`src/shared/pcc_pkg.sv`:
```
// Constants and types shared by the pedestrian clearance countdown controller.
package pcc_pkg;

   // ------------------------------------------------------------------
   // Time base
   // ------------------------------------------------------------------
   localparam int          CLK_HZ        = 125_000_000;
   localparam int          MS_PER_S      = 1000;
   localparam int          MS_CYCLES_DEF = CLK_HZ / MS_PER_S;  // Cycles per millisecond.
   localparam logic [9:0]  SEC_MS        = 10'h3E7;            // Last ms of a second (999).
   localparam logic [10:0] FLASH_WIN_MS  = 11'h5DC;            // Hand toggle window, 1500 ms.
   localparam logic [10:0] OUTAGE_MS     = 11'h7D0;            // Supply loss limit, 2000 ms.

   // ------------------------------------------------------------------
   // Counts and display limits
   // ------------------------------------------------------------------
   localparam logic [6:0]  SEC_MAX       = 7'h7F;   // Phase second counter saturates here.
   localparam logic [6:0]  COUNT_MAX     = 7'h63;   // Largest displayable count, 99.
   localparam logic [6:0]  TOL_S         = 7'h01;   // Tolerance before timing counts as changed.

   // ------------------------------------------------------------------
   // Types
   // ------------------------------------------------------------------
   typedef enum logic [1:0] {
      PH_DARK   = 2'h0,
      PH_WALK   = 2'h1,
      PH_FLASH  = 2'h3,
      PH_STEADY = 2'h2
   } pcc_phase_t;

   typedef enum logic [1:0] {
      ST_WAIT    = 2'h0,
      ST_MEASURE = 2'h1,
      ST_SHOW    = 2'h3
   } pcc_state_t;

   typedef struct packed {
      logic       on;
      logic [3:0] tens;
      logic [3:0] units;
   } pcc_disp_t;

endpackage : pcc_pkg

```
`src/design/pcc_countdown.sv`:
```
// Pedestrian clearance countdown controller: phase watcher, learning and digit drive.
module pcc_countdown
   import pcc_pkg::*;
#(
   parameter int MS_CYCLES = pcc_pkg::MS_CYCLES_DEF
)(
   input  wire logic       CLOCK,
   input  wire logic       RST_B,
   input  wire logic       WALK_IN,
   input  wire logic       HAND_IN,
   input  wire logic       SUPPLY_OK,
   output pcc_pkg::pcc_disp_t DISPLAY
);
   import pcc_pkg::*;

   // ------------------------------------------------------------------
   // Input synchronisers
   // ------------------------------------------------------------------
   logic [2:0]  sync1;
   logic [2:0]  sync2;
   logic        walk_s;
   logic        hand_s;
   logic        supply_s;

   // Pins are asynchronous to CLOCK, so each passes two flip-flops.
   always_ff @(posedge CLOCK or negedge RST_B) begin
      if (!RST_B) begin
         sync1 <= 3'h0;
         sync2 <= 3'h0;
      end else begin
         sync1 <= {SUPPLY_OK, HAND_IN, WALK_IN};
         sync2 <= sync1;
      end
   end
   assign walk_s   = sync2[0];
   assign hand_s   = sync2[1];
   assign supply_s = sync2[2];

   // ------------------------------------------------------------------
   // Millisecond time base
   // ------------------------------------------------------------------
   logic [16:0] pre_cnt;
   logic        ms_tick;

   // A one-cycle enable every millisecond; all slow timing runs on it.
   always_ff @(posedge CLOCK or negedge RST_B) begin
      if (!RST_B) begin
         pre_cnt <= 17'h0;
         ms_tick <= 1'b0;
      end else if (pre_cnt == 17'(MS_CYCLES - 1)) begin
         pre_cnt <= 17'h0;
         ms_tick <= 1'b1;
      end else begin
         pre_cnt <= pre_cnt + 17'h1;
         ms_tick <= 1'b0;
      end
   end

   // ------------------------------------------------------------------
   // Phase classification
   // ------------------------------------------------------------------
   pcc_phase_t  phase;
   pcc_phase_t  prev;
   pcc_phase_t  next_phase;
   logic        hand_d;
   logic [10:0] since_edge;
   logic        hand_edge;
   logic        hand_rise;

   assign hand_edge = hand_s != hand_d;
   assign hand_rise = hand_s && !hand_d;

   // Milliseconds since the last hand edge or active walk, saturating at the window.
   always_ff @(posedge CLOCK or negedge RST_B) begin
      if (!RST_B) begin
         hand_d     <= 1'b0;
         since_edge <= 11'h0;
      end else begin
         hand_d <= hand_s;
         if (hand_edge || walk_s) begin
            since_edge <= 11'h0;
         end else if (ms_tick && since_edge < FLASH_WIN_MS) begin
            since_edge <= since_edge + 11'h1;
         end
      end
   end

   // Steady hand is only recognised a full window after its last rise, so the
   // digits blank that late; the trade buys immunity to a slow flash rate.
   always_comb begin
      next_phase = phase;
      if (walk_s) begin
         next_phase = PH_WALK;
      end else if (hand_s && since_edge >= FLASH_WIN_MS) begin
         next_phase = PH_STEADY;
      end else if (!hand_s && since_edge >= FLASH_WIN_MS) begin
         next_phase = PH_DARK;
      end else if (hand_rise && phase == PH_WALK) begin
         next_phase = PH_FLASH;
      end else if (hand_edge && !hand_s && phase != PH_WALK) begin
         next_phase = PH_FLASH;
      end
   end

   always_ff @(posedge CLOCK or negedge RST_B) begin
      if (!RST_B) begin
         phase <= PH_DARK;
         prev  <= PH_DARK;
      end else begin
         phase <= next_phase;
         prev  <= phase;
      end
   end

   // ------------------------------------------------------------------
   // Seconds within the current phase
   // ------------------------------------------------------------------
   logic [9:0]  ms_in_sec;
   logic [6:0]  sec_cnt;
   logic        sec_tick;
   logic        phase_chg;

   assign phase_chg = phase != prev;
   assign sec_tick  = ms_tick && ms_in_sec == SEC_MS;

   // Restarting at each phase change makes the first decrement land one second in.
   always_ff @(posedge CLOCK or negedge RST_B) begin
      if (!RST_B) begin
         ms_in_sec <= 10'h0;
         sec_cnt   <= 7'h0;
      end else if (phase_chg) begin
         ms_in_sec <= 10'h0;
         sec_cnt   <= 7'h0;
      end else if (sec_tick) begin
         ms_in_sec <= 10'h0;
         if (sec_cnt != SEC_MAX) begin
            sec_cnt <= sec_cnt + 7'h1;
         end
      end else if (ms_tick) begin
         ms_in_sec <= ms_in_sec + 10'h1;
      end
   end

   // ------------------------------------------------------------------
   // Learning, change detection and outage supervision
   // ------------------------------------------------------------------
   pcc_state_t  st;
   logic [6:0]  learned_clear;
   logic [6:0]  learned_walk;
   logic [6:0]  walk_len;
   logic [6:0]  meas;
   logic        preempt;
   logic [10:0] out_ms;
   logic        walk_end;
   logic        flash_end;
   logic        outage;
   logic        change;
   logic [6:0]  now_sec;

   // True when a exceeds b by more than the tolerance.
   function automatic logic exceeds(input logic [6:0] a, input logic [6:0] b);
      exceeds = {1'b0, a} > ({1'b0, b} + {1'b0, TOL_S});
   endfunction : exceeds

   // Phase time rounded to the nearest second, so an interval that ends right on a
   // second boundary is not cut short by the one-cycle restart of the second counter.
   function automatic logic [6:0] whole_sec(input logic [6:0] s, input logic [9:0] ms);
      whole_sec = (s != SEC_MAX && ms > (SEC_MS >> 1)) ? s + 7'h1 : s;
   endfunction : whole_sec

   assign now_sec   = whole_sec(sec_cnt, ms_in_sec);
   assign walk_end  = prev == PH_WALK && phase != PH_WALK;
   assign flash_end = prev == PH_FLASH && (phase == PH_STEADY || phase == PH_WALK);
   assign outage    = !supply_s && out_ms > OUTAGE_MS;

   // A longer clearance is caught at a hand rise past the learned value; the steady
   // detection lag cannot trip it, since no rise follows the last one. A shorter one
   // is caught when the flash ends.
   assign change = st == ST_SHOW && (
      (phase == PH_WALK && !phase_chg && exceeds(sec_cnt, learned_walk)) ||
      (phase == PH_FLASH && hand_rise && !preempt &&
       exceeds(now_sec, learned_clear)) ||
      (flash_end && !preempt &&
       (exceeds(meas, learned_clear) || exceeds(learned_clear, meas))));

   // Length of supply loss in milliseconds, saturating just past the limit.
   always_ff @(posedge CLOCK or negedge RST_B) begin
      if (!RST_B) begin
         out_ms <= 11'h0;
      end else if (supply_s) begin
         out_ms <= 11'h0;
      end else if (ms_tick && out_ms <= OUTAGE_MS) begin
         out_ms <= out_ms + 11'h1;
      end
   end

   // Clearance length ends at the last hand rise or at a recycling walk.
   always_ff @(posedge CLOCK or negedge RST_B) begin
      if (!RST_B) begin
         meas     <= 7'h0;
         walk_len <= 7'h0;
         preempt  <= 1'b0;
      end else begin
         if (phase == PH_FLASH && (hand_rise || next_phase == PH_WALK)) begin
            meas <= now_sec;
         end
         if (walk_end) begin
            walk_len <= now_sec;
            preempt  <= st == ST_SHOW && exceeds(learned_walk, now_sec);
         end
      end
   end

   // WAIT and MEASURE keep the digits dark for one whole walk-to-clearance cycle.
   always_ff @(posedge CLOCK or negedge RST_B) begin
      if (!RST_B) begin
         st            <= ST_WAIT;
         learned_clear <= 7'h0;
         learned_walk  <= 7'h0;
      end else if (outage) begin
         st <= ST_WAIT;
      end else begin
         unique case (st)
            ST_WAIT: begin
               if (phase == PH_WALK && phase_chg) begin
                  st <= ST_MEASURE;
               end
            end
            ST_MEASURE: begin
               if (flash_end) begin
                  learned_clear <= (meas > COUNT_MAX) ? COUNT_MAX : meas;
                  learned_walk  <= walk_len;
                  st            <= ST_SHOW;
               end else if (phase == PH_DARK || (phase == PH_STEADY && prev == PH_WALK)) begin
                  st <= ST_WAIT;
               end
            end
            ST_SHOW: begin
               if (change) begin
                  st <= ST_WAIT;
               end
            end
            default: begin
               st <= ST_WAIT;
            end
         endcase
      end
   end

   // ------------------------------------------------------------------
   // Digit drive
   // ------------------------------------------------------------------
   logic [6:0]  cnt_now;
   logic        show_now;

   assign cnt_now  = (sec_cnt >= learned_clear) ? 7'h0 : learned_clear - sec_cnt;
   // The first flash cycle still holds the walk's second count, so the digits wait one cycle.
   assign show_now = st == ST_SHOW && phase == PH_FLASH && !phase_chg &&
                     supply_s && !change;

   // Digits are lit as a plain level only in clearance, so they never follow
   // the hand flash and need no modulation at all.
   always_ff @(posedge CLOCK or negedge RST_B) begin
      if (!RST_B) begin
         DISPLAY <= '0;
      end else begin
         DISPLAY.on    <= show_now;
         DISPLAY.tens  <= 4'(cnt_now / 7'h0A);
         DISPLAY.units <= 4'(cnt_now % 7'h0A);
      end
   end
endmodule : pcc_countdown

```
`config.mk`:
```
export PLATFORM = sky130hd
export DESIGN_NAME = pcc_countdown
export DESIGN_NICKNAME = d
export VERILOG_FILES = /design/src/shared/pcc_pkg.sv /design/src/design/pcc_countdown.sv
export SDC_FILE = /design/constraint.sdc
export NUM_CORES = 1
export LEC_CHECK = 0
export BUFFER_PORTS_ARGS = -buffer_cell sky130_fd_sc_hd__buf_2
export CORE_MARGIN = 5
export CORE_UTILIZATION = 59
export CTS_BUF_LIST = sky130_fd_sc_hd__clkbuf_2
export DETAILED_ROUTE_END_ITERATION = 10
export PLACE_DENSITY_LB_ADDON = 0.05
export SLEW_MARGIN = 40
export SYNTH_ARGS = -nofsm -noshare
export SYNTH_HDL_FRONTEND = slang
export SYNTH_SLANG_ARGS = --single-unit
```
`constraint.sdc`:
```
create_clock -name CLOCK -period 3.7 [get_ports CLOCK]
set_clock_uncertainty 0.15 [all_clocks]
set_input_delay 0.555 -clock CLOCK [delete_from_list [all_inputs] [get_ports CLOCK]]
set_output_delay 0.555 -clock CLOCK [all_outputs]
set_load 0.01 [all_outputs]
```
# Word-level counts from Yosys, hierarchy flattened
# Cells that the tools add are included.
[word_totals]
inputBits = 5
regBits = 108
[classes]
n_mux = 26
addsub = 10
n_div = 2
n_eq_ne = 17
n_reduce_logical = 52
magnitude_cmp = 12
bitwise_logic = 1
[op_table]
columns = ["op", "count"]
rows = [
  ["2-to-1 mux 11 bit", 4],
  ["2-to-1 mux 7 bit", 6],
  ["> comparator 7 x 8 -> 1 bit", 5],
  ["adder 7 x 1 -> 8 bit (second input constant)", 4],
  ["2-to-1 mux 10 bit", 3],
  ["logical AND 1 bit", 29],
  ["adder 11 x 1 -> 11 bit (second input constant)", 2],
  ["2-to-1 mux 2 bit", 10],
  ["adder 17 x 1 -> 17 bit (second input constant)", 1],
  ["== test 17 bit (second input constant)", 1],
  ["2-to-1 mux 17 bit", 1],
  ["greater-or-equal comparator 11 bit (second input constant)", 1],
  ["> comparator 11 bit (second input constant)", 1],
  ["less-or-equal comparator 11 bit (second input constant)", 1],
  ["less-than comparator 11 bit (second input constant)", 1],
  ["adder 10 x 1 -> 10 bit (second input constant)", 1],
  ["== test 10 bit (second input constant)", 1],
  ["> comparator 10 x 9 -> 1 bit (second input constant)", 1],
  ["== test 2 x 1 -> 1 bit (second input constant)", 4],
  ["== test 2 bit (second input constant)", 4],
  ["nonzero test 2 bit", 4],
  ["adder 7 x 1 -> 7 bit (second input constant)", 1],
  ["divider 7 x 4 -> 7 bit (second input constant)", 1],
  ["greater-or-equal comparator 7 bit", 1],
  ["other kinds (18)", 32],
]

# Longest topological paths before layout
# Gate-level depths: netlist of the first run.
[depth]
depth_word = 11
mapped_depth = 18

# Least setup slack after synthesis of the first run
# Ideal clock, no wire load.
[synth_path]
path_type = "register to register"
start = "reg learned_clear[0]"
end = "reg DISPLAY[1] (netlist name)"
setup_time_ns = 0.087
path_stages_with_launch = 16
arrival_ns = 3.380
path_slack_ns = 0.084
n_path_buf = 0
required_time_ns = 3.463
path_cell_list = "dfrtp_1 inv_1 ha_1 inv_1 fa_1 a211o_1 a21o_1 a211oi_4 a31oi_4 and2_4 o31ai_2 a22o_4 inv_2 ha_1 o211a_1 a211oi_2"
[synth_between]
elab_chain_cells = 3
word_cells_on_any_way = 4
classes_between = "add/sub: 1; div: 1; order compare: 1; mux: 1"
[synth_rtl]
columns = ["item", "line", "text"]
rows = [
  ["start, declared", "pcc_countdown.sv:148", "logic [6:0] learned_clear;"],
  ["start signal, assigned", "pcc_countdown.sv:231", "learned_clear <= (meas > COUNT_MAX) ? COUNT_MAX : meas;"],
  ["subtractor 7 bit or greater-or-equal comparator 7 bit (tied branches)", "pcc_countdown.sv:256", "assign cnt_now = (sec_cnt >= learned_clear) ? 7'h0 : learned_clear - sec_cnt;"],
  ["2-to-1 mux 7 bit *", "pcc_countdown.sv:256", ""],
  ["modulo 7 x 4 -> 7 bit *", "pcc_countdown.sv:269", "DISPLAY.units <= 4'(cnt_now % 7'h0A);"],
  ["end, declared", "pcc_countdown.sv:12", "output pcc_pkg::pcc_disp_t DISPLAY"],
]
# Every way passes the cells marked *; elsewhere a longest branch is shown, timed or not.
# A chain may end at the register's enable or synchronous reset.

# Worst setup path in the final report of the first run
[layout_path]
start = "reg sec_cnt[0]"
end = "reg preempt"
[layout_between]
elab_chain_cells = 6
word_cells_on_any_way = 7
classes_between = "add/sub: 2; order compare: 1; eq/ne: 1; mux: 1; reduce/logical: 2"
[layout_rtl]
columns = ["item", "line", "text"]
rows = [
  ["start, declared", "pcc_countdown.sv:119", "logic [6:0] sec_cnt;"],
  ["start signal, assigned", "pcc_countdown.sv:137", "sec_cnt <= sec_cnt + 7'h1;"],
  ["parallel branches: the longest is 2 deep, another holds adder 7 x 1 -> 7 bit", "--", ""],
  ["2-to-1 mux 7 bit *", "pcc_countdown.sv:168", "whole_sec = (s != SEC_MAX && ms > (SEC_MS >> 1)) ? s + 7'h1 : s;"],
  ["via now_sec[0]", "pcc_countdown.sv:158", "logic [6:0] now_sec;"],
  ["adder 7 x 1 -> 8 bit *", "pcc_countdown.sv:162", "exceeds = {1'b0, a} > ({1'b0, b} + {1'b0, TOL_S});"],
  ["> comparator 7 x 8 -> 1 bit *", "pcc_countdown.sv:162", ""],
  ["logical AND 1 bit *", "pcc_countdown.sv:209", "preempt <= st == ST_SHOW && exceeds(learned_walk, now_sec);"],
  ["end signal, assigned", "pcc_countdown.sv:209", ""],
  ["end, declared", "pcc_countdown.sv:152", "logic preempt;"],
]
# Mark *: on every way through the listed nets, which the timed path passes.

==> impl_results.md, run 1 <==
* Hold Vio Cnt, Final at 0
* Max-Slew Margin vs Limit at 45.7%
* Yosys warns at 0
* Layout cells sized above 1 at 13.4%
* Port bufs at 13
* Maximum VDD drop at 0.000250 V
* Fillers at 932
* Register area share after synthesis at 40.3%
* Worst r2r src: sec_cnt[0]$_DFFE_PN0P_
* Leakage at 3.34 nW
* First-pass GRT wire length at 24300 um
* DR vias at 5224
* Flop and latch count out of synthesis at 108
* Clk slew on worst S/H paths at 0.33 ns
* Wire per inst at 16.0 um
* Final worst path period share at 97.4%
* Die width at 117 um
* Tmin final at 3.60 ns
* Pre-antenna DRT Iters at 5
* Detail Placement HPWL at 10500 um
* Boundary Pins at 14
* Largest net degree at the start of global routing at 71
* RSZ-0062 raised after global routing: yes
* Post-route cell area at 7370 sq um
* Synth area leaders: dfrtp_1 40%, ha_1 11%, xnor2_1 5.0%, xor2_1 4.8%, nor2_1 4.8%
* Dominant synthesized flop cell: dfrtp_1
* CP startpoint kind: register
* Worst Hold Class: input pin to async pin
* Area growth syn-to-layout at 10.0%
* Commonest non-fill, non-tap cell in the layout: dfrtp_1
* Syn Inst Count at 705
* Max_cap viols at 0
* Gr usage total at 22.6%
* Residual DRC at 0
* Internal reg-to-reg setup slack at 0.1 ns
* Max FO, Critical Path at 6
* Total core area at 11300 sq um
* CTS tree: yes
* Worst setup EP type: register
* Initial DRC Count at 309
* CTS H-Tree Depth at 3
* Gpl congestion at 0.951
* Worst r2r path cells at 18
* Post-synth top area share at 40.3%
* Final Setup Violations at 0
* Placed Area at 7060 sq um
* Critical Path AT at 4.05 ns
* Initial Util at 59.5%
* Grt total ovfl at 0
* Status: finished clean
* Die Y at 117 um
* Synthesized net count at 771
* Nets at 813
* Final Slew Violations at 0
* WS Path Type: register to register
* Antenna-violating nets left at 0
* Slew of the pin with the lowest slew margin at 0.815 ns
* DRT Wirelength at 14300 um
* Vias in the first global route at 5122
* Post-Layout Cell Count at 895
* Via/cell ratio at 5.84
* Synthesized cell area at 6700 sq um
* Async S/R FF share, synth at 100%
* Inst Count DP at 869
* Achievable Freq at 0.278 GHz
* Synthesized area per cell at 9.51 sq um
* Num rows at 39
* Clk Latency, worst-skew pair at 0.64 ns
* # diodes at 0
* Power, Total at 2.77 mW
* # clock sinks at 108
* Cell taking the most area after synthesis: dfrtp_1
* Root Buffer: clkbuf_2
* CP endpoint: preempt$_DFFE_PN0P_
* Die area at 13600 sq um
* CP startpoint: sec_cnt[0]$_DFFE_PN0P_
* Clk buf depth at 2
* Initial antenna violation count at 0
* Cts bufs inserted at 9
* EDFF count, synth at 0
* Commonest non-fill, non-tap cells in the layout: 107 x dfrtp_1, 86 x nor2_1, 58 x ha_1, 45 x nand2_1, 42 x nand3_1
* P per Cell Area at 376 nW/um^2
* Worst Path Required at 4.15 ns
* FF-to-FF End: preempt$_DFFE_PN0P_
* Synth cell types at 63
## worst min-delay path by stage
| stage | to | slack, ns | depth (start not counted) |
|---|---|---|---|
| 6_report | meas[1]$_DFFE_PN0P_ | 0.20 | 2 |
| 5_1_grt | DISPLAY[3]$_DFF_PN0_ | 0.20 | 2 |
| 4_1_cts | meas[1]$_DFFE_PN0P_ | 0.18 | 2 |
| 3_5_place_dp | sync2[2]$_DFF_PN0_ | 0.19 | 0 |
| 3_3_place_gp | sync2[1]$_DFF_PN0_ | 0.18 | 0 |
| 2_1_floorplan | DISPLAY[0]$_DFF_PN0_ | 0.11 | 0 |
## state kept, by name, summed over array words and instances, names as in the netlist, 3 cells and up
name / flops
pre_cnt: 17
out_ms: 11
since_edge: 11
ms_in_sec: 10
DISPLAY: 9
learned_clear: 7
learned_walk: 7
meas: 7
sec_cnt: 7
walk_len: 7
sync1: 3
sync2: 3
## cell families after synthesis
logic type / Yosys count / synth area share [%]
flip-flops: 108 / 40.3
multiplexers: 23 / 3.81
AND/OR/NAND/NOR: 261 / 19.0
adder cells (fa/ha/maj): 61 / 11.5
AO/OA/AOI/OAI: 127 / 12.6
buffers and inverters: 50 / 2.91
XOR/XNOR: 75 / 9.80
## metrics by stage
step | hold slack, ns | setup TNS [ns] | util, % | setup slack (ns)
floorplan | 0.109 | 0 | - | 0.0837
global placement | 0.181 | 0 | 62.6 | 0.134
detailed placement | 0.187 | 0 | 62.6 | 0.0300
CTS | 0.177 | 0 | 64.4 | 0.000755
global route | 0.201 | -0.184 | 65.4 | -0.113
finish | 0.200 | 0 | 65.4 | 0.0970
## cells in the mapped netlist, drive strengths merged, types with 6 or more instances
master,n
o21a,18
xor2,37
nor3,11
mux2,20
a21oi,35
dfrtp,108
xnor2,38
o21ai,34
and3,12
nor2,86
nand4,18
inv,37
nand3,43
ha,60
clkbuf,11
nor4,6
nand2b,8
nand2,45
a211oi,8
nor2b,13
## what timing repair did
item                                    4_1_cts  5_1_grt
endpoints found under the hold margin        41        0
endpoints found under the setup margin        2        8
buffers inserted                              1        5
pin swaps                                     0        2
gates resized for setup                       0       17
cloned                                        0        0
hold buffers                                  4        0
## worst max-delay path, cell delays in order (launching register included)
cell	delay [ns]
dfrtp_1	0.51
ha_2	0.23
nand3_2	0.12
nor3_4	0.26
a21boi_4	0.11
buf_4	0.17
xnor2_2	0.15
ha_1	0.30
inv_1	0.04
ha_1	0.29
nor2b_1	0.15
o21a_1	0.16
o21ai_1	0.13
nand2b_1	0.08
a21oi_2	0.14
nor2b_1	0.05
o21ai_0	0.15
a221oi_1	0.11
mux2_2	0.26
## routing by layer
metal | global-route usage, % | vias to the layer above | wire length (um)
li1 | - | 2549 | -
met1 | 30.2 | 2531 | 6310
met2 | 37.3 | 116 | 6970
met3 | 3.94 | 28 | 640
met4 | 7.80 | 0 | 351
met5 | 0 | - | 0
## final cells by class
| type | instances | area (sq um) | share of cell area [%] |
|---|---|---|---|
| well taps | 143 | 179 | 2.43 |
| clock buffers | 9 | 45.0 | 0.611 |
| clock inverters | 7 | 105 | 1.43 |
| flip-flops and latches | 108 | 2700 | 36.7 |
| repair buffers | 44 | 323 | 4.38 |
| multi-input cells | 547 | 3880 | 52.6 |
| inverters | 37 | 139 | 1.88 |
## power breakdown
part / switching [mW] / internal, mW
sequential: 0.0610 / 1.25
combinational: 0.430 / 0.359
clock: 0.439 / 0.239
total: 0.930 / 1.84
No activity file was read; power rests on OpenSTA's default activity.
==> inputs of run 2 (changes only) <==
--- a/config.mk
+++ b/config.mk
@@ -9,8 +9,9 @@
 export CORE_MARGIN = 5
 export CORE_UTILIZATION = 59
 export CTS_BUF_LIST = sky130_fd_sc_hd__clkbuf_2
+export CTS_CLUSTER_SIZE = 8
 export DETAILED_ROUTE_END_ITERATION = 10
-export PLACE_DENSITY_LB_ADDON = 0.05
+export PLACE_DENSITY = 0.84
 export SLEW_MARGIN = 40
 export SYNTH_ARGS = -nofsm -noshare
 export SYNTH_HDL_FRONTEND = slang
==> run 2 against run 1 <==
Effect of this change:
- sequential share of layout area down 0.17 points
- register-to-register slack worse by 0.05 ns
- count of clock-buffer cells in the layout unchanged
- clock power down 18%
- sequential power about the same
- global-route usage down 0.29 points
- worst hold slack worse by 0.039 ns
- die area unchanged
- wire length up 0.94%
- setup slack worse by 0.045 ns
- via count up 1.3%
- critical path depth down 3
- largest cell class unchanged
- largest power group unchanged
- highest routed layer unchanged
==> impl_results.md, run 2 (synthesis results as in run 1) <==
* DR vias at 5291 (was 5224)
* Total core area at 11300 sq um (unchanged)
* Top reg by flops: pre_cnt (unchanged)
* Final Slew Violations at 0 (unchanged)
* Most used cell, CP: ha_4
* Worst path bufs/invs at 3 (was 2)
* Vias in the first global route at 5243 (was 5122)
* Antenna-violating nets left at 0 (unchanged)
* FF-to-FF End: DISPLAY[1]$_DFF_PN0_ (was preempt$_DFFE_PN0P_)
* Worst r2r src: sec_cnt[0]$_DFFE_PN0P_ (unchanged)
* Max stage delay on crit path at 0.50 ns (was 0.51 ns)
* Commonest non-fill, non-tap cell in the layout: dfrtp_1 (unchanged)
* Clk buf depth at 2 (unchanged)
* Hold Vio Cnt, Final at 0 (unchanged)
* Slew of the pin with the lowest slew margin at 0.762 ns (was 0.815 ns)
* Tmin final at 3.65 ns (was 3.60 ns)
* Boundary Pins at 14 (unchanged)
* Clk slew on worst S/H paths at 0.29 ns (was 0.33 ns)
* Final worst path period share at 98.6% (was 97.4%)
* CP startpoint kind: register (unchanged)
* Met1 usage at 28.7% (was 30.2%)
* Detail Placement HPWL at 10500 um (about the same)
* DRT Wirelength at 14400 um (was 14300 um)
* P per Cell Area at 364 nW/um^2 (was 376 nW/um^2)
* Achievable Freq at 0.274 GHz (was 0.278 GHz)
* CTS H-Tree Depth at 3 (unchanged)
* # clock sinks at 108 (unchanged)
* Pre-antenna DRT Iters at 5 (unchanged)
* Num rows at 39 (unchanged)
* Worst setup EP type: register (unchanged)
* Global route hottest layer: met2 (unchanged)
* Clk Latency, worst-skew pair at 0.65 ns (was 0.64 ns)
* Inst Count DP at 862 (was 869)
* Worst Hold Class: input pin to async pin (unchanged)
* # diodes at 0 (unchanged)
* CP endpoint: DISPLAY[1]$_DFF_PN0_ (was preempt$_DFFE_PN0P_)
* Max-Slew Margin vs Limit at 49.2% (was 45.7%)
* CP startpoint: sec_cnt[0]$_DFFE_PN0P_ (unchanged)
* Final Setup Violations at 0 (unchanged)
* Critical Path AT at 4.09 ns (was 4.05 ns)
* Gr usage total at 22.3% (was 22.6%)
* WHS at 0.160 ns (was 0.200 ns)
* Internal reg-to-reg setup slack at 0.05 ns (was 0.1 ns)
* Cts bufs inserted at 9 (unchanged)
* Top delay family on crit path: compound AO/OA/AOI/OAI gates (was adder cells)
* Die area at 13600 sq um (unchanged)
* Initial antenna violation count at 0 (unchanged)
* Worst r2r path cells at 15 (was 18)
* Leakage at 3.35 nW (was 3.34 nW)
* Die Y at 117 um (unchanged)
* CP max stage cell: dfrtp_1 (unchanged)
* WS Path Type: register to register (unchanged)
* Gpl congestion at 0.951 (about the same)
* Met2 usage at 37.5% (was 37.3%)
* Layout cells sized above 1 at 14.1% (was 13.4%)
* Initial Util at 59.5% (unchanged)
* Nets at 815 (was 813)
* Status: finished clean (unchanged)
* Max_cap viols at 0 (unchanged)
* Wire per inst at 16.1 um (was 16.0 um)
* Commonest non-fill, non-tap cells in the layout: 107 x dfrtp_1, 86 x nor2_1, 57 x ha_1, 45 x nand2_1, 41 x nand3_1 (was 107 x dfrtp_1, 86 x nor2_1, 58 x ha_1, 45 x nand2_1, 42 x nand3_1)
* Initial DRC Count at 505 (was 309)
* Critical path depth in cells at 15 (was 18)
* Largest net degree at the start of global routing at 81 (was 71)
* RSZ-0062 raised after global routing: yes (unchanged)
* Worst Path Required at 4.14 ns (was 4.15 ns)
* Port bufs at 13 (unchanged)
* Critical path, cell by cell: buf_6 -> ha_4 -> inv_2 -> fa_2 -> a211o_1 -> a21o_4 -> a211oi_4 -> o21ai_1 -> o22a_1 -> nor2_1 -> a22o_4 -> inv_4 -> ha_4 -> o211a_1 -> a211oi_2 (was ha_2 -> nand3_2 -> nor3_4 -> a21boi_4 -> buf_4 -> xnor2_2 -> ha_1 -> inv_1 -> ha_1 -> nor2b_1 -> o21a_1 -> o21ai_1 -> nand2b_1 -> a21oi_2 -> nor2b_1 -> o21ai_0 -> a221oi_1 -> mux2_2)
* Grt total ovfl at 0 (unchanged)
* Root Buffer: clkbuf_2 (unchanged)
* Top flop regs: pre_cnt: 17 flops, out_ms: 11 flops, since_edge: 11 flops (unchanged)
* Area growth syn-to-layout at 10.5% (was 10.0%)
* Residual DRC at 0 (unchanged)
* Met3 Track Usage GR at 5.60% (was 3.94%)
* Die width at 117 um (unchanged)
* First-pass GRT wire length at 24300 um (about the same)
* Largest register FFs at 17 (unchanged)
* Maximum VDD drop at 0.000349 V (was 0.000250 V)
* Via/cell ratio at 5.91 (was 5.84)
* Max FO, Critical Path at 6 (unchanged)
* Post-Layout Cell Count at 896 (was 895)
* CTS tree: yes (unchanged)
## run 2: cell count changes in the layout (fill, tap and decap cells not counted), moves of 2 or more
cell        before  now
buf_6            0    3
clkinvlp_4       0    2
ha_4             0    2
inv_6            2    0
xnor2_1         37   35
xnor2_2          1    3
## run 2: through the flow
step	utilization (%)	power, mW	TNS [ns]	setup slack (ns)	instance area, sq um
after global routing	65.7	2.87	-0.0787	-0.0560	7410
after CTS	63.6	2.65	0	0.0116	7170
after floorplan	-	1.86	0	0.0837	6700
after global placement	62.1	2.03	0	0.151	7000
after detailed placement	62.1	2.08	0	0.00155	7000
final	65.7	2.70	0	0.0517	7410
## run 2: cell type report
class | instances | area, sq um
multi-input combinational | 547 | 3920
fill | 845 | 3860
sequential | 108 | 2700
timing repair buffer | 46 | 349
tap | 143 | 179
inverter | 37 | 141
clock inverter | 6 | 65.1
clock buffer | 9 | 45.0
## run 2: routing by layer
| metal | share of wire (%) | vias up |
|---|---|---|
| li1 | - | 2559 |
| met1 | 44 | 2555 |
| met2 | 49 | 146 |
| met3 | 4.4 | 31 |
| met4 | 2.4 | 0 |
| met5 | 0 | - |
## run 2: worst min path at each step
stage / start / to / slack [ns]
after floorplan: RST_B / DISPLAY[0]$_DFF_PN0_ / 0.11
after global placement: sync1[1]$_DFF_PN0_ / sync2[1]$_DFF_PN0_ / 0.18
after detailed placement: sync1[1]$_DFF_PN0_ / sync2[1]$_DFF_PN0_ / 0.19
after CTS: sync1[1]$_DFF_PN0_ / sync2[1]$_DFF_PN0_ / 0.25
after global routing: RST_B / learned_walk[2]$_DFFE_PN0P_ / 0.17
final: RST_B / DISPLAY[6]$_DFF_PN0_ / 0.16
## run 2: what timing repair did
action                                 4_1_cts  5_1_grt
setup buffers                                2       12
resized for setup                            1       26
endpoints found under the hold margin       81        0
setup endpoints to repair                    2        7
pin swaps                                    1       14
hold buffers                                 4        0
## run 2: power by group
part | internal (mW) | leakage (nW) | switching (mW)
Combinational | 0.385 | 1.85 | 0.453
Sequential | 1.25 | 1.44 | 0.0604
Clock | 0.153 | 0.0633 | 0.402
==> inputs of run 3 (changes only) <==
--- a/config.mk
+++ b/config.mk
@@ -11,7 +11,7 @@
 export CTS_BUF_LIST = sky130_fd_sc_hd__clkbuf_2
 export CTS_CLUSTER_SIZE = 8
 export DETAILED_ROUTE_END_ITERATION = 10
-export PLACE_DENSITY = 0.84
+export PLACE_DENSITY_LB_ADDON = 0.08
 export SLEW_MARGIN = 40
 export SYNTH_ARGS = -nofsm -noshare
 export SYNTH_HDL_FRONTEND = slang
==> run 3 against run 2 <==
Effect of this change:
- power decreased by 3.5%
- first-iteration DRC count decreased by 51%
- clock power decreased by 7.9%
- utilization decreased by 0.50 points
- critical path depth unchanged
- critical endpoint unchanged
==> impl_results.md, run 3 (synthesis results as in run 1) <==
* Worst Hold Class: input pin to async pin (unchanged)
* Commonest non-fill, non-tap cell in the layout: dfrtp_1 (unchanged)
* Clk slew on worst S/H paths at 0.31 ns (was 0.29 ns)
* WS Path Type: register to register (unchanged)
* Clk Latency, worst-skew pair at 0.65 ns (about the same)
* Die width at 117 um (unchanged)
* Die Y at 117 um (unchanged)
* Pre-antenna DRT Iters at 4 (was 5)
* Leakage at 3.34 nW (was 3.35 nW)
* Worst Path Required at 4.16 ns (was 4.14 ns)
* FF-to-FF End: DISPLAY[1]$_DFF_PN0_ (unchanged)
* Final Setup Violations at 0 (unchanged)
* Final Slew Violations at 0 (unchanged)
* Final worst path period share at 96.6% (was 98.6%)
* Wire per inst at 16.1 um (about the same)
* Top flop regs: pre_cnt: 17 flops, out_ms: 11 flops, since_edge: 11 flops (unchanged)
* Worst r2r src: sec_cnt[0]$_DFFE_PN0P_ (unchanged)
* Gr usage total at 22.8% (was 22.3%)
* Largest register FFs at 17 (unchanged)
* Port bufs at 13 (unchanged)
* Max-Slew Margin vs Limit at 62.8% (was 49.2%)
* Antenna-violating nets left at 0 (unchanged)
* Layout cells sized above 1 at 14.0% (was 14.1%)
* DR vias at 5185 (was 5291)
* Via/cell ratio at 5.77 (was 5.91)
* Detail Placement HPWL at 10700 um (was 10500 um)
* Tmin final at 3.58 ns (was 3.65 ns)
* Commonest non-fill, non-tap cells in the layout: 105 x dfrtp_1, 86 x nor2_1, 58 x ha_1, 45 x nand2_1, 42 x nand3_1 (was 107 x dfrtp_1, 86 x nor2_1, 57 x ha_1, 45 x nand2_1, 41 x nand3_1)
* Placed Area at 7040 sq um (was 7000 sq um)
* Clk buf depth at 2 (unchanged)
* Maximum VDD drop at 0.000279 V (was 0.000349 V)
* Gpl congestion at 0.938 (was 0.951)
* Pre-CTS setup slack at 0.0357 ns (was 0.00155 ns)
* Nets at 816 (was 815)
* Area growth syn-to-layout at 9.69% (was 10.5%)
* Fillers at 930 (was 845)
* Post-Layout Cell Count at 898 (was 896)
* CP startpoint kind: register (unchanged)
* Slew of the pin with the lowest slew margin at 0.558 ns (was 0.762 ns)
* Max_cap viols at 0 (unchanged)
* Worst setup EP type: register (unchanged)
* Boundary Pins at 14 (unchanged)
* Achievable Freq at 0.280 GHz (was 0.274 GHz)
* Residual DRC at 0 (unchanged)
* First-pass GRT wire length at 24300 um (about the same)
* Status: finished clean (unchanged)
* Finished Core Util at 65.2% (was 65.7%)
* CTS H-Tree Depth at 3 (unchanged)
* Hold Vio Cnt, Final at 0 (unchanged)
* Worst r2r path cells at 15 (unchanged)
* Num rows at 39 (unchanged)
* Largest net degree at the start of global routing at 42 (was 81)
* CTS tree: yes (unchanged)
* Top reg by flops: pre_cnt (unchanged)
* Total core area at 11300 sq um (unchanged)
* Critical Path AT at 4.03 ns (was 4.09 ns)
* # clock sinks at 108 (unchanged)
* Grt total ovfl at 0 (unchanged)
* Inst Count DP at 866 (was 862)
* DRT Wirelength at 14500 um (was 14400 um)
* # diodes at 0 (unchanged)
* Internal reg-to-reg setup slack at 0.12 ns (was 0.05 ns)
* Post-route cell area at 7350 sq um (was 7410 sq um)
* Vias in the first global route at 5156 (was 5243)
* Die area at 13600 sq um (unchanged)
* Initial DRC Count at 247 (was 505)
* Max FO, Critical Path at 6 (unchanged)
* Setup ws final at 0.124 ns (was 0.0517 ns)
* Cts bufs inserted at 9 (unchanged)
* Root Buffer: clkbuf_2 (unchanged)
* Initial Util at 59.5% (unchanged)
* P per Cell Area at 354 nW/um^2 (was 364 nW/um^2)
* Initial antenna violation count at 0 (unchanged)
run 3: critical path: stages, from the launching register on:
cell and delay, ns:
dfrtp_1 0.45, buf_4 0.13, ha_1 0.13, inv_1 0.05, fa_2 0.37, a211o_1 0.29
a21o_1 0.24, a211oi_4 0.28, a31oi_4 0.15, and2_4 0.21, o31ai_2 0.25, a22o_4 0.19
inv_2 0.04, ha_2 0.20, o211a_1 0.25, a211oi_2 0.15
run 3: layout make-up:
class,count,area [sq um],share of cell area (%)
clock buffer,9,45.0,0.613
clock inverter,7,52.6,0.715
inverter,37,139,1.89
multi-input combinational,547,3880,52.8
sequential,108,2710,36.8
tap,143,179,2.43
timing repair buffer,47,345,4.70
run 3: what timing repair did:
item | in CTS | in global routing
buffers inserted | 1 | 11
hold endpoints to repair | 42 | 0
pin swaps | 0 | 5
gates cloned | 0 | 0
endpoints found under the setup margin | 3 | 7
resized for setup | 1 | 17
hold buffers | 4 | 0
run 3: worst max-delay path by stage:
stage	startpoint	to	slack (ns)	depth (start not counted)
finish	sec_cnt[0]$_DFFE_PN0P_	DISPLAY[1]$_DFF_PN0_	0.12	15
floorplan	learned_clear[0]$_DFFE_PN0P_	DISPLAY[1]$_DFF_PN0_	0.08	15
global route	sec_cnt[0]$_DFFE_PN0P_	DISPLAY[1]$_DFF_PN0_	-0.02	15
CTS	ms_in_sec[5]$_DFFE_PN0P_	preempt$_DFFE_PN0P_	0.01	17
global placement	learned_clear[0]$_DFFE_PN0P_	DISPLAY[1]$_DFF_PN0_	0.13	15
detailed placement	sec_cnt[1]$_DFFE_PN0P_	st[0]$_DFFE_PN0P_	0.04	15
run 3: per-layer routing:
| layer | global-route usage, % | vias to the layer above | part of all wire [%] |
|---|---|---|---|
| met2 | 39.1 | 74 | 51 |
| met5 | 0 | - | 0 |
| met3 | 3.99 | 12 | 3.4 |
| li1 | - | 2557 | - |
| met1 | 29.6 | 2542 | 44 |
| met4 | 6.73 | 0 | 1.3 |
run 3: stage by stage:
stage	hold WS, ns	TNS (ns)	total power, mW
after floorplan	0.109	0	1.86
after global placement	0.181	0	2.05
after detailed placement	0.186	0	2.08
after CTS	0.201	0	2.61
after global routing	0.204	-0.0409	2.78
final	0.215	0	2.60
run 3: power breakdown:
group / internal, mW / switching (mW)
Clock: 0.0935 / 0.417
Combinational: 0.360 / 0.427
Sequential: 1.25 / 0.0608
Total: 1.70 / 0.905
